--- src/rtl/ansir_pkg.sv ---
// Constants and carrier types of the auto-negotiation status and interrupt registers
package ansir_pkg;

  localparam int unsigned APB_AW = 8;
  localparam int unsigned APB_DW = 32;

  // Register byte offsets
  localparam logic [APB_AW-1:0] OFS_PARTNER  = 8'hc8;
  localparam logic [APB_AW-1:0] OFS_EXPAND   = 8'hcc;
  localparam logic [APB_AW-1:0] OFS_MODE     = 8'hd0;
  localparam logic [APB_AW-1:0] OFS_STATUS   = 8'hd4;
  localparam logic [APB_AW-1:0] OFS_IRQ_EN   = 8'hd8;

  // Partner ability fields
  localparam int unsigned PA_NEXT_PAGE   = 15;
  localparam int unsigned PA_ACK         = 14;
  localparam int unsigned PA_RFAULT      = 13;
  localparam int unsigned PA_ABIL_HI     = 10;
  localparam int unsigned PA_ABIL_LO     = 5;
  localparam int unsigned PA_SEL_HI      = 4;
  localparam logic [4:0]  PA_SEL_RST     = 5'h01;

  // Expansion fields
  localparam int unsigned EX_PD_FAULT    = 4;
  localparam int unsigned EX_PARTNER_NXT = 3;
  localparam int unsigned EX_LOCAL_NXT   = 2;
  localparam int unsigned EX_PAGE_RX     = 1;
  localparam int unsigned EX_PARTNER_AN  = 0;

  // Mode control and status fields
  localparam int unsigned MC_LONG_SQ     = 11;
  localparam int unsigned ST_SPEED       = 9;
  localparam int unsigned ST_DUPLEX      = 8;
  localparam int unsigned ST_PAUSE       = 7;
  localparam int unsigned EV_N           = 7;
  localparam int unsigned EV_DONE        = 6;
  localparam int unsigned EV_RFAULT      = 5;
  localparam int unsigned EV_LINK_DOWN   = 4;
  localparam int unsigned EV_ACK         = 3;
  localparam int unsigned EV_PD_FAULT    = 2;
  localparam int unsigned EV_PAGE        = 1;
  localparam int unsigned EV_RXERR       = 0;

  // Receive error packets that raise the error-full event
  localparam logic [6:0]  ERR_LIMIT      = 7'h40;

  // One-cycle event pulses; field order gives status bits 6 down to 0
  typedef struct packed {
    logic autoneg_done_event;
    logic remote_fault_event;
    logic link_down_event;
    logic code_word_ack_event;
    logic parallel_detect_fault;
    logic page_received_event;
    logic rx_error_packet;
  } ansir_evt_t;

  // Resolved configuration levels
  typedef struct packed {
    logic speed_100;
    logic full_duplex;
    logic pause_enabled;
  } ansir_res_t;

endpackage

--- src/rtl/ansir_regs.sv ---
// APB register bank for partner ability, expansion, mode control and interrupt status
`timescale 1ns/1ps

module ansir_regs
(
  // Clock, reset and freeze
  input  wire logic                          pclk,
  input  wire logic                          presetn,
  input  wire logic                          ce,
  // APB slave
  input  wire logic                          psel,
  input  wire logic                          penable,
  input  wire logic                          pwrite,
  input  wire logic [ansir_pkg::APB_AW-1:0]  paddr,
  input  wire logic [ansir_pkg::APB_DW-1:0]  pwdata,
  output logic      [ansir_pkg::APB_DW-1:0]  prdata,
  output logic                               pready,
  output logic                               pslverr,
  // Negotiation engine side
  input  wire logic [15:0]                   partner_code_word,
  input  wire ansir_pkg::ansir_evt_t         phy_events,
  input  wire ansir_pkg::ansir_res_t         phy_resolved,
  // Outputs to the transceiver and system
  output logic                               long_cable_squelch,
  output logic                               xcvr_irq
);

  typedef struct packed {
    logic        long_sq;
    logic [6:0]  irq_en;
    logic        lp_nxt;
    logic        lp_ack;
    logic        lp_rf;
    logic [5:0]  lp_abil;
    logic [4:0]  lp_sel;
    logic        lp_an;
    logic        exp_fault;
    logic        exp_page;
    logic [6:0]  stat;
    logic [6:0]  err_cnt;
    logic [31:0] rdata;
    logic        irq;
  } ansir_state_t;

  localparam ansir_state_t ST_RST = '{
    long_sq: 1'b0,
    irq_en:  7'h00,
    lp_nxt:    1'b0,
    lp_ack:    1'b0,
    lp_rf:     1'b0,
    lp_abil:   6'h00,
    lp_sel:    ansir_pkg::PA_SEL_RST,
    lp_an:     1'b0,
    exp_fault: 1'b0,
    exp_page:  1'b0,
    stat:    7'h00,
    err_cnt: 7'h00,
    rdata:   32'h0000_0000,
    irq:     1'b0
  };

  ansir_state_t st_ff;
  ansir_state_t nxt_st;

  logic        setup_ph;
  logic        access_ph;
  logic        mapped;
  logic        rd_take;
  logic        wr_take;
  logic [15:0] rd_mux;
  logic [6:0]  ev_vec;
  logic [6:0]  set_vec;
  logic        err_full;

  assign setup_ph  = psel && !penable;
  assign access_ph = psel && penable;
  assign mapped    = (paddr == ansir_pkg::OFS_PARTNER) || (paddr == ansir_pkg::OFS_EXPAND)
                  || (paddr == ansir_pkg::OFS_MODE) || (paddr == ansir_pkg::OFS_STATUS)
                  || (paddr == ansir_pkg::OFS_IRQ_EN);
  // A frozen block stretches the access phase rather than dropping it
  assign pready    = ce;
  assign pslverr   = access_ph && !mapped;
  assign rd_take   = ce && access_ph && !pwrite && mapped;
  assign wr_take   = ce && access_ph && pwrite && mapped;
  assign ev_vec    = phy_events;
  assign err_full  = phy_events.rx_error_packet && (st_ff.err_cnt == ansir_pkg::ERR_LIMIT - 7'h01);

  // Error-full replaces the raw receive error pulse in the latched set
  always_comb
  begin
    set_vec = ev_vec;
    set_vec[ansir_pkg::EV_RXERR] = err_full;
  end

  // Read view of the current registers
  always_comb
  begin
    rd_mux = 16'h0000;
    unique case (paddr)
      ansir_pkg::OFS_PARTNER:
      begin
        rd_mux[ansir_pkg::PA_NEXT_PAGE] = st_ff.lp_nxt;
        rd_mux[ansir_pkg::PA_ACK]       = st_ff.lp_ack;
        rd_mux[ansir_pkg::PA_RFAULT]    = st_ff.lp_rf;
        rd_mux[ansir_pkg::PA_ABIL_HI:ansir_pkg::PA_ABIL_LO] = st_ff.lp_abil;
        rd_mux[ansir_pkg::PA_SEL_HI:0]  = st_ff.lp_sel;
      end
      ansir_pkg::OFS_EXPAND:
      begin
        rd_mux[ansir_pkg::EX_PD_FAULT]    = st_ff.exp_fault;
        rd_mux[ansir_pkg::EX_PARTNER_NXT] = st_ff.lp_nxt;
        rd_mux[ansir_pkg::EX_LOCAL_NXT]   = 1'b0;
        rd_mux[ansir_pkg::EX_PAGE_RX]     = st_ff.exp_page;
        rd_mux[ansir_pkg::EX_PARTNER_AN] = st_ff.lp_an;
      end
      ansir_pkg::OFS_MODE:
      begin
        rd_mux[ansir_pkg::MC_LONG_SQ] = st_ff.long_sq;
      end
      ansir_pkg::OFS_STATUS:
      begin
        rd_mux[ansir_pkg::ST_SPEED]  = phy_resolved.speed_100;
        rd_mux[ansir_pkg::ST_DUPLEX] = phy_resolved.full_duplex;
        rd_mux[ansir_pkg::ST_PAUSE]  = phy_resolved.pause_enabled;
        rd_mux[ansir_pkg::EV_N-1:0]  = st_ff.stat;
      end
      ansir_pkg::OFS_IRQ_EN:
      begin
        rd_mux[ansir_pkg::EV_N-1:0] = st_ff.irq_en;
      end
      default:
      begin
        rd_mux = 16'h0000;
      end
    endcase
  end

  // Next state
  always_comb
  begin
    nxt_st = st_ff;
    if (ce)
    begin
      // Read data is captured in setup; the access edge clears only what
      // was captured, so an event that lands between the two is kept
      if (setup_ph && !pwrite)
      begin
        nxt_st.rdata = {16'h0000, rd_mux};
      end

      if (rd_take && (paddr == ansir_pkg::OFS_EXPAND))
      begin
        nxt_st.exp_fault = st_ff.exp_fault && !st_ff.rdata[ansir_pkg::EX_PD_FAULT];
        nxt_st.exp_page  = st_ff.exp_page && !st_ff.rdata[ansir_pkg::EX_PAGE_RX];
      end
      if (rd_take && (paddr == ansir_pkg::OFS_STATUS))
      begin
        nxt_st.stat = st_ff.stat & ~st_ff.rdata[ansir_pkg::EV_N-1:0];
      end

      if (wr_take && (paddr == ansir_pkg::OFS_MODE))
      begin
        nxt_st.long_sq = pwdata[ansir_pkg::MC_LONG_SQ];
      end
      if (wr_take && (paddr == ansir_pkg::OFS_IRQ_EN))
      begin
        nxt_st.irq_en = pwdata[ansir_pkg::EV_N-1:0];
      end

      // Events set after any clear, so a set in the clearing cycle wins
      nxt_st.stat = nxt_st.stat | set_vec;
      if (phy_events.parallel_detect_fault)
      begin
        nxt_st.exp_fault = 1'b1;
      end

      if (phy_events.page_received_event)
      begin
        nxt_st.exp_page = 1'b1;
        nxt_st.lp_an   = 1'b1;
        nxt_st.lp_nxt  = partner_code_word[ansir_pkg::PA_NEXT_PAGE];
        nxt_st.lp_rf   = partner_code_word[ansir_pkg::PA_RFAULT];
        nxt_st.lp_abil = partner_code_word[ansir_pkg::PA_ABIL_HI:ansir_pkg::PA_ABIL_LO];
        nxt_st.lp_sel  = partner_code_word[ansir_pkg::PA_SEL_HI:0];
      end
      if (phy_events.code_word_ack_event)
      begin
        nxt_st.lp_ack = 1'b1;
      end

      // Counter restarts each time the limit is reached
      if (phy_events.rx_error_packet)
      begin
        nxt_st.err_cnt = err_full ? 7'h00 : st_ff.err_cnt + 7'h01;
      end

      nxt_st.irq = |(nxt_st.stat & nxt_st.irq_en);
    end
  end

  always_ff @(posedge pclk or negedge presetn)
  begin
    if (!presetn)
    begin
      st_ff <= ST_RST;
    end
    else
    begin
      st_ff <= nxt_st;
    end
  end

  assign prdata             = st_ff.rdata;
  assign long_cable_squelch = st_ff.long_sq;
  assign xcvr_irq           = st_ff.irq;
endmodule

--- config.mk ---
export PLATFORM = sky130hd
export DESIGN_NAME = ansir_regs
export DESIGN_NICKNAME = d
export VERILOG_FILES = /design/src/rtl/ansir_pkg.sv /design/src/rtl/ansir_regs.sv
export SDC_FILE = /design/constraint.sdc
export NUM_CORES = 1
export LEC_CHECK = 0
export BUFFER_PORTS_ARGS = -buffer_cell sky130_fd_sc_hd__buf_4
export CORE_UTILIZATION = 31
export CTS_CLUSTER_DIAMETER = 80
export CTS_CLUSTER_SIZE = 14
export DETAILED_ROUTE_END_ITERATION = 7
export SKIP_CTS_REPAIR_TIMING = 1
export SLEW_MARGIN = 10
export SYNTH_ARGS = -nofsm -noshare
export SYNTH_HDL_FRONTEND = slang
export SYNTH_SLANG_ARGS = --single-unit
--- constraint.sdc ---
create_clock -name pclk -period 1.5 [get_ports pclk]
set_input_delay 0.225 -clock pclk [delete_from_list [all_inputs] [get_ports pclk]]
set_output_delay 0.225 -clock pclk [all_outputs]
set_load 0.05 [all_outputs]
==> metrics.md, run 1 <==
| Metric | Value |
|---|---|
| Die W | `between 90 and 100 um` |
| Final Hold Viols | `0` |
| Maximum VDD drop | `roughly 0.38 mV` |
| H-tree depth | `2` |
| Commonest non-fill, non-tap cells in the layout | `103 x buf_4, 54 x dfrtp_1, 25 x nand2_1, 20 x mux2_2, 17 x conb_1` |
| Routed length per instance | `~16 um` |
| Final antenna diode count | `0` |
| Worst EP arrival | `2.07 ns` |
| Largest net degree at the start of global routing | `25` |
| Top cell type's share of synthesized area | `0.482` |
| Initial antenna violation count | `0` |
| Violated checks | `negative setup slack` |
| Commonest non-fill, non-tap cell in the layout | `buf_4` |
| # rows | `34` |
| Hold WS | `0.132 ns` |
| Slowest CP cell | `or4b_4` |
| Worst Hold Class | `in2reg` |
| Unique masters post-synth | `between 40 and 50` |
| Initial drt markers | `130` |
| Fin crit period | `around 1.9 ns` |
| Final net count | `424` |
| Max Fclk | `approximately 0.53 GHz` |
| Setup ws final | `-0.385 ns` |
| # DRC | `0` |
| Worst Setup Start Kind | `primary input` |
| Pwr Density | `between 900 and 1000 nW/um2` |
| Total routed wirelength | `a little over 7000 um` |
| Asr flop ratio synth | `1.00` |
| Top area cells in the synthesized netlist | `dfrtp_1 48%, buf_4 9.1%, mux2_2 8.8%, nand2_1 3.3%, a22o_1 2.8%` |
| Hpwl dp | `approximately 5400 um` |
| RSZ-0062 raised after global routing | `yes` |
| Clock sinks | `55` |
| Layout cells sized above 1 | `0.423` |
| Post-synth top area cell | `dfrtp_1` |
| Global-route wire length before repair | `about 11,000 um` |
| Total global routing overflow | `0` |
| Vias in the first global route | `between 2,000 and 2,500` |
| Final cell count without fillers | `460` |
| Root buf cell | `clkbuf_8` |
| Port-buffer cells | `63` |
| Skew final | `around 0.011 ns` |
| Synth Cell Area | `about 2800 um2` |
| CTS clk-pin slew, worst paths | `0.11 ns` |
| Worst-skew pair later-pin latency | `0.31 ns` |
| Placed cell areas | `around 3600 um2` |
| Final Max Tran Viols | `0` |
| Outcome | `finished with violations` |
| FF/Latch Area | `1380 um2` |
| Synthesized flop and latch total | `between 50 and 60` |
| Via Count | `about 2,300` |
| Design area | `between 3000 and 4000 um2` |
| Max clock buf depth | `2` |
| Die area | `~9400 um2` |
| Fill count | `approximately 840` |
| Setup Viol. Count Final | `2` |
| Primary FF master, synth | `dfrtp_1` |
| Vert. Die Dim | `around 97 um` |
| CP Capture Type | `register` |
| Num CTS Buffers | `5` |
| Tot Pwr | `~3.4 mW` |
| Worst Path Max Fanout | `4` |
| Setup TNS | `-0.441 ns` |
| Remaining antenna violation count | `0` |
| WS Path Type | `in2reg` |
| Crit-path cells | `buf_6 -> or4b_4 -> nor3_4 -> mux2_4 -> a222oi_1 -> a31oi_1` |
| GRT Util Overall | `0.156` |
| Mapped Avg Cell Area | `~11 um2` |
| Period utilization | `1.26` |
| MaxCap Viol Count | `0` |
| Ports | `between 100 and 150` |
| CP peak stage delay | `0.55 ns` |
| Pre-antenna DRT Iters | `7` |
| Area Growth Syn to Fin | `32.0%` |
| Final core utilization | `0.424` |
| Post-Place Setup Slack | `-0.720 ns` |
| Vias/cell | `about 5.0` |
| Leak | `1.75 nW` |
| CTS tree | `built` |
| Yosys warns | `0` |
| Post-synth EDFFs | `0` |
| CORE AREA | `roughly 8700 um2` |
| Cell count after synthesis | `roughly 260` |
| GP Congestion | `about 0.82` |
| Placed cell count | `approximately 450` |
| Area of the multi-input gates | `~1200 um2` |
| Critical Path RT | `between 1.5 and 2 ns` |
| Initial Utilization | `0.322` |
| Sequential area share after synthesis | `0.491` |
[worst paths after layout]
check / from / end / slack, ns / depth (start not counted)
setup / recovery: paddr[2] / xcvr_irq / -0.38 / 6
hold / removal: partner_code_word[4] / st_ff[54] / 0.13 / 2
setup reg to reg: st_ff[34] / xcvr_irq / -0.07 / 6
hold reg to reg: st_ff[62] / st_ff[62] / 0.47 / 1
max in group asynchronous: presetn / prdata[10] / 0.68 / 3
min in group asynchronous: presetn / prdata[4] / 0.35 / 2
[cell families (layout without fill, tap and decap cells)]
group                      Yosys count  after routing  synth area share
other                                1             17           0.00134
xor gates and xnor gates             4              4            0.0125
DFF                                 55             55             0.491
AOI/OAI and AO/OA                   46             46             0.125
and+or+nand+nor                     85             85             0.168
adders and majority gates            1              1           0.00446
muxes                               22             22            0.0884
buffers and inverters               47            122             0.109
[flip-flops by register name, summed over array words and instances (netlist names)]
name / count
st_ff: 38
prdata: 15
long_cable_squelch: 1
xcvr_irq: 1
[metal layers]
layer | share of wire | global-route usage
met2 | 0.49 | 0.261
met4 | 0.0081 | 0.0379
met1 | 0.46 | 0.201
met3 | 0.046 | 0.0388
met5 | 0 | 0
[cell type report]
class,instances,area share
Sequential cell,55,0.372
Tap cell,108,0.0365
Clock buffer,6,0.0196
Clock inverter,2,0.00439
Timing Repair Buffer,111,0.238
Multi-Input combinational cell,175,0.327
Inverter,3,0.00304
[synthesized netlist by cell type (2+ instances only)]
| master | number |
|---|---|
| buf_4 | 34 |
| inv_1 | 3 |
| o21ai_0 | 5 |
| buf_2 | 2 |
| nand3_1 | 8 |
| nor3_1 | 3 |
| nor4_1 | 2 |
| dfrtp_1 | 54 |
| nand2_1 | 25 |
| a222oi_1 | 4 |
| xnor2_1 | 3 |
| a221oi_1 | 6 |
| a21oi_1 | 4 |
| a21o_1 | 10 |
| nand2b_1 | 2 |
| mux2_2 | 22 |
| nand4_1 | 11 |
| nor2_1 | 14 |
| a22oi_1 | 3 |
| nand3b_1 | 2 |
| nor4bb_1 | 2 |
| or3_1 | 2 |
| a22o_1 | 9 |
| nand4b_1 | 2 |
| clkbuf_1 | 7 |
[critical path: cells and delay by family]
kind	cells	cell delay (ns)
muxes	1	0.34
and+or+nand+nor	2	0.82
buffers and inverters	1	0.09
AOI/OAI and AO/OA	2	0.59
[where the power goes]
group          internal, mW  switching [mW]  leakage [nW]
clock                 0.337           0.505        0.0418
combinational         0.335           0.442          1.04
sequential             1.63           0.107         0.661
total                  2.30            1.05          1.75
Power figures use the tool's default switching activity.
==> run 2: changes to the inputs <==
Clock period 1.5 ns to 2.16 ns, I/O delays scaled along.
==> run 2 against run 1 <==
Against the previous run: the flow now finishes without violations; non-clock buffer count fell by 33; design area fell by 8.8%; sequential share of layout area rose by 3.6 points; via count fell by 8.4%; critical path depth did not move; die area did not move; worst hold slack got worse by 0.072 ns; global-route usage fell by 0.48 points; largest cell class unchanged; largest power group unchanged; sequential power fell by 30%; register-to-register slack improved by 0.63 ns; clock power fell by 35%; core utilization fell by 3.7 points.
==> metrics.md, run 2 (synthesis results as in run 1) <==
| Metric | Value |
|---|---|
| # DRC | `0 (unchanged)` |
| Final antenna diode count | `0 (unchanged)` |
| Final Hold Viols | `0 (unchanged)` |
| Die W | `97.1 um (unchanged)` |
| Final net count | `391 (-7.8%)` |
| R2R setup slack | `0.56 ns (+0.63 ns)` |
| Ports | `108 (unchanged)` |
| Switch share | `0.308 (-0.00627)` |
| Vias in the first global route | `2,131 (-5.0%)` |
| Largest register FFs | `38 (unchanged)` |
| Max clock buf depth | `2 (unchanged)` |
| Total routed wirelength | `6760 um (-5.5%)` |
| P_sw | `0.687 mW (-35%)` |
| Clock sinks | `55 (unchanged)` |
| H-tree depth | `2 (unchanged)` |
| Remaining antenna violation count | `0 (unchanged)` |
| GP Congestion | `0.797 (-3.3%)` |
| # rows | `34 (unchanged)` |
| Period utilization | `0.933` |
| CP Capture Type | `register` |
| Initial Utilization | `0.322 (unchanged)` |
| Worst Setup Start Kind | `primary input` |
| Reg2Reg Depth | `6 (unchanged)` |
| Outcome | `complete, no violations` |
| RSZ-0062 raised after global routing | `no` |
| GRT Util Overall | `0.151 (-0.00480)` |
| Via Count | `2,101 (-8.4%)` |
| Sequential power share | `0.546 (+0.028)` |
| Vert. Die Dim | `97.1 um (unchanged)` |
| MaxCap Viol Count | `0 (unchanged)` |
| Fin crit period | `2.02 ns` |
| Layout cells sized above 1 | `0.354 (-0.0691)` |
| Tot Pwr | `2.23 mW (-33%)` |
| Comb pwr share | `0.208 (-0.023)` |
| R2r startpoint | `st_ff[33]` |
| Root buf cell | `clkbuf_8` |
| Die area | `9430 um2 (unchanged)` |
| Skew final | `0.00847 ns (-0.00219 ns)` |
| Vias/cell | `4.92 (-1.3%)` |
| Setup Viol. Count Final | `0 (-2)` |
| Pwr Density | `661 nW/um2 (-27%)` |
| Maximum VDD drop | `0.267 mV (-30%)` |
| Pre-antenna DRT Iters | `4 (-3)` |
| WS Path Type | `in2reg` |
| Commonest non-fill, non-tap cells in the layout | `78 x buf_4, 54 x dfrtp_1, 25 x nand2_1, 22 x mux2_2, 17 x conb_1` |
| CTS clk-pin slew, worst paths | `0.09 ns (-0.02 ns)` |
| Total global routing overflow | `0 (unchanged)` |
| Hpwl dp | `4930 um (-8.5%)` |
| Critical Path RT | `2.34 ns (+0.66 ns)` |
| Hold WS | `0.0598 ns (-0.0717 ns)` |
| Worst r2r dst | `xcvr_irq` |
| Leak | `1.57 nW (-9.9%)` |
| Initial antenna violation count | `0 (unchanged)` |
| Worst Hold Class | `in2async` |
| Largest net degree at the start of global routing | `56 (+120%)` |
| Fill count | `866 (+3.7%)` |
| Worst EP arrival | `2.20 ns (+0.13 ns)` |
| Final Max Tran Viols | `0 (unchanged)` |
| Worst slew pin tran | `~0.7 ns` |
| Worst Path Max Fanout | `4 (unchanged)` |
| Max Fclk | `between 0.4 and 0.5 GHz` |
| Area Growth Syn to Fin | `20.4%` |
| Clock Power Share | `0.246 (-0.005)` |
| Initial drt markers | `101 (-22%)` |
| Routed length per instance | `15.8 um (+1.8%)` |
| Top reg by flops | `st_ff` |
| Commonest non-fill, non-tap cell in the layout | `buf_4` |
| Num CTS Buffers | `5 (unchanged)` |
| Global-route wire length before repair | `11,100 um (-3.0%)` |
| CORE AREA | `8720 um2 (unchanged)` |
| Slew HR | `0.535` |
| CTS tree | `built` |
| Internal power | `1.54 mW (-33%)` |
| Port-buffer cells | `63 (unchanged)` |
| Worst-skew pair later-pin latency | `0.31 ns (about the same)` |
[run 2: cell types whose count changed in the layout (fill, tap and decap cells not counted), moves of 2 or more]
cell,change
buf_12,-2
buf_4,-25
buf_6,-5
mux2_2,+2
mux2_4,-2
[run 2: worst max path at each step]
stage                         from  endpoint  slack [ns]  depth (start not counted)
after floorplan           paddr[3]  xcvr_irq        0.04                          6
after global placement    paddr[2]  xcvr_irq       -0.13                          6
after detailed placement  paddr[2]  xcvr_irq       -0.18                          6
after CTS                 paddr[2]  xcvr_irq        0.15                          6
after global routing      paddr[2]  xcvr_irq        0.10                          7
final                     paddr[2]  xcvr_irq        0.14                          6
[run 2: power by group through the flow]
| stage | logic [mW] | clock network, mW | registers (mW) |
|---|---|---|---|
| floorplan | 0.350 | 0 | 1.21 |
| global placement | 0.458 | 0 | 1.23 |
| detailed placement | 0.470 | 0 | 1.23 |
| CTS | 0.470 | 0.565 | 1.22 |
| global route | 0.502 | 0.609 | 1.24 |
| finish | 0.465 | 0.549 | 1.22 |
[run 2: critical path: stages]
cell      delay (ns)
buf_4           0.11
or4b_4          0.57
nor3_4          0.28
mux2_2          0.39
a222oi_1        0.37
a31oi_1         0.15
[run 2: layout make-up]
cell class,count,area [um2],area share
clock inverter,1,5.00,0.00148
clock buffer,7,76.3,0.0226
timing repair buffer,78,586,0.173
tap,108,135,0.0400
sequential,55,1380,0.408
inverter,3,11.3,0.00333
multi-input combinational,175,1190,0.351
[run 2: per-stage QoR]
stage / utilization / worst slack (ns) / TNS [ns] / instance area (um2) / instances
finish: 0.387 / 0.145 / 0 / 3380 / 427
global route: 0.387 / 0.100 / 0 / 3380 / 427
CTS: 0.387 / 0.154 / 0 / 3380 / 427
detailed placement: 0.378 / -0.175 / -0.175 / 3300 / 419
global placement: 0.378 / -0.130 / -0.130 / 3300 / 419
floorplan: - / 0.0423 / 0 / 2860 / 277
[run 2: routing by layer]
metal	track usage	routed length (um)
met5	0	0
met4	0.0563	107
met3	0.0273	314
met2	0.256	3410
met1	0.191	2920
==> run 3: changes to the inputs <==
Settings changed: ABC_AREA from default to 1.
==> run 3 against run 2 <==
Against the previous run: sequential share of layout area decreased by 2.4 points; non-clock buffer count shrank 5; wire length up 5.2%; final cell count rose by 24%; clock skew up 0.0024 ns; synthesized area is 6.7% higher; design area rose by 6.3%; via count up 14%; worst setup slack better by 0.20 ns.
==> metrics.md, run 3 <==
| Metric | Value |
|---|---|
| Total global routing overflow | `0 (unchanged)` |
| Synthesized flop and latch total | `55 (unchanged)` |
| Global-route wire length before repair | `11,400 um (+2.9%)` |
| Outcome | `complete, no violations` |
| Synth cell count leaders | `72 x nand2_1, 54 x dfrtp_1, 33 x buf_4` |
| Root buf cell | `clkbuf_8` |
| Period utilization | `0.842 (-0.0911)` |
| Initial antenna violation count | `0 (unchanged)` |
| Maximum VDD drop | `0.263 mV (-1.2%)` |
| Vias in the first global route | `2,337 (+9.7%)` |
| Port-buffer cells | `63 (unchanged)` |
| Fill count | `964 (+11%)` |
| CTS tree | `built` |
| Most common cell in the synthesized netlist | `nand2_1` |
| Post-Place Setup Slack | `0.210 ns (+0.385 ns)` |
| CP Capture Type | `primary output` |
| GRT Util Overall | `0.149 (-0.00210)` |
| Die area | `10,100 um2 (+6.6%)` |
| Remaining antenna violation count | `0 (unchanged)` |
| Initial drt markers | `156 (+54%)` |
| Placed cell count | `522 (+25%)` |
| Setup Viol. Count Final | `0 (unchanged)` |
| Cell count after synthesis | `345 (+32%)` |
| Final cell count without fillers | `530 (+24%)` |
| Critical Path RT | `1.84 ns (-0.50 ns)` |
| Crit-path cells | `buf_4 -> nand2_1 -> inv_1 -> nand2_2 -> nor2_4 -> nor2_2 -> nand3_4 -> nor3_2 -> buf_4` |
| Primary FF master, synth | `dfrtp_1` |
| GP Congestion | `0.836 (+4.8%)` |
| Setup TNS | `0 ns (unchanged)` |
| Setup ws final | `0.342 ns (+0.197 ns)` |
| Commonest non-fill, non-tap cells in the layout | `73 x buf_4, 72 x nand2_1, 54 x dfrtp_1, 32 x inv_1, 25 x nor2_1` |
| Final net count | `473 (+21%)` |
| Unique masters post-synth | `39 (-17%)` |
| CP peak stage delay | `0.22 ns (-0.35 ns)` |
| Design area | `3590 um2 (+6.3%)` |
| # DRC | `0 (unchanged)` |
| Worst-skew pair later-pin latency | `0.31 ns (about the same)` |
| Layout cells sized above 1 | `0.309 (-0.0450)` |
| Final Hold Viols | `0 (unchanged)` |
| Leak | `1.76 nW (+12%)` |
| Final antenna diode count | `0 (unchanged)` |
| Top cell type's share of synthesized area | `0.452 (-0.0304)` |
| Ports | `108 (unchanged)` |
| RSZ-0062 raised after global routing | `no` |
| Initial Utilization | `0.322 (+0.000851)` |
| Worst slew pin tran | `0.725 ns (+0.0277 ns)` |
| Slew HR | `0.517 (-0.0184)` |
| Largest register FFs | `38 (unchanged)` |
| Asr flop ratio synth | `1.00 (unchanged)` |
| Area Growth Syn to Fin | `19.9%` |
| Max clock buf depth | `2 (unchanged)` |
| CTS clk-pin slew, worst paths | `0.09 ns (about the same)` |
| Post-synth EDFFs | `0 (unchanged)` |
| Sequential area share after synthesis | `0.460 (-0.0310)` |
| Hpwl dp | `5380 um (+9.1%)` |
| Most used cell, CP | `buf_4` |
| Clock sinks | `55 (unchanged)` |
| Vias/cell | `4.52 (-8.2%)` |
| Pwr Density | `680 nW/um2 (+2.9%)` |
| Commonest non-fill, non-tap cell in the layout | `buf_4` |
| Final core utilization | `0.387 (-0.000708)` |
| CORE AREA | `9280 um2 (+6.5%)` |
| Worst Path Max Fanout | `10 (+6)` |
| Fin crit period | `1.82 ns (-0.197 ns)` |
| Synth Cell Area | `2990 um2 (+6.7%)` |
| Placed cell areas | `3480 um2 (+5.5%)` |
| Vert. Die Dim | `100 um (+3.2%)` |
| Slowest CP cell | `buf_4` |
| Total routed wirelength | `7110 um (+5.2%)` |
| Top reg by flops | `st_ff` |
| Mapped Avg Cell Area | `8.67 um2 (-19%)` |
| WS Path Type | `in2out` |
| Pre-antenna DRT Iters | `5 (+1)` |
| Worst Setup Start Kind | `primary input` |
| MaxCap Viol Count | `0 (unchanged)` |
| H-tree depth | `2 (unchanged)` |
| Num CTS Buffers | `5 (unchanged)` |
| Max Fclk | `0.550 GHz (+11%)` |
| Via Count | `2,395 (+14%)` |
| Die W | `100 um (+3.2%)` |
| Final Max Tran Viols | `0 (unchanged)` |
| Skew final | `0.0108 ns (+0.00236 ns)` |
| Top area cells in the synthesized netlist | `dfrtp_1 45%, nand2_1 9.0%, buf_4 8.3%, mux2_2 4.1%, inv_1 4.0%` |
| # rows | `35 (+2.9%)` |
| Routed length per instance | `13.4 um (-15%)` |
| Post-synth top area cell | `dfrtp_1` |
| Largest net degree at the start of global routing | `56 (unchanged)` |
| Worst EP arrival | `1.49 ns (-0.71 ns)` |
| Yosys warns | `0 (unchanged)` |
| Worst Hold Class | `in2async` |
run 3: critical path: cells and delay by family:
family / cells / cell delay [ns]
buffers and inverters: 3 / 0.38
and+or+nand+nor: 6 / 0.78
run 3: layout make-up:
cell class	count	area (um2)	area share
repair buffers	73	548	0.153
flip-flops and latches	55	1380	0.384
clock inverters	2	38.8	0.0108
clock buffers	6	72.6	0.0202
multi-input cells	224	1240	0.344
well taps	129	161	0.0450
inverters	41	154	0.0429
run 3: routing by layer:
metal	vias to the layer above	part of all wire	GRT usage
li1	1184	-	-
met1	1120	0.44	0.199
met2	83	0.48	0.238
met3	8	0.059	0.0286
met4	0	0.018	0.0557
met5	-	0	0
run 3: final timing paths:
kind | slack, ns | to | cells past startpoint | startpoint
worst max-delay path | 0.34 | pslverr | 9 | paddr[6]
worst min-delay path | 0.07 | st_ff[44] | 1 | presetn
worst max register to register | 0.69 | xcvr_irq | 9 | st_ff[33]
worst min register to register | 0.46 | st_ff[39] | 1 | st_ff[38]
max in group asynchronous | 1.62 | st_ff[64] | 1 | presetn
min in group pclk | 0.23 | long_cable_squelch | 3 | pwdata[11]
run 3: power by group:
part           total, mW  internal (mW)  leakage (nW)  switching (mW)
Sequential          1.23           1.15         0.643          0.0769
Clock              0.703          0.351        0.0558           0.352
Combinational      0.510          0.186          1.06           0.324
Total               2.44           1.69          1.76           0.753
run 3: cell families (layout without fill, tap and decap cells):
| kind of cell | after synthesis | in the layout | synth area share |
|---|---|---|---|
| AOI/OAI and AO/OA | 50 | 50 | 0.0999 |
| adders and majority gates | 1 | 1 | 0.00418 |
| buffers and inverters | 82 | 122 | 0.151 |
| DFF | 55 | 55 | 0.460 |
| muxes | 13 | 13 | 0.0481 |
| other | 1 | 17 | 0.00125 |
| and+or+nand+nor | 143 | 143 | 0.236 |
run 3: metrics by stage:
| stage | hold WS [ns] | total power, mW |
|---|---|---|
| after floorplan | 0.0284 | 1.62 |
| after global placement | 0.434 | 1.74 |
| after CTS | 0.0901 | 2.47 |
| final | 0.0658 | 2.44 |
| after global routing | 0.118 | 2.56 |
| after detailed placement | 0.432 | 1.76 |
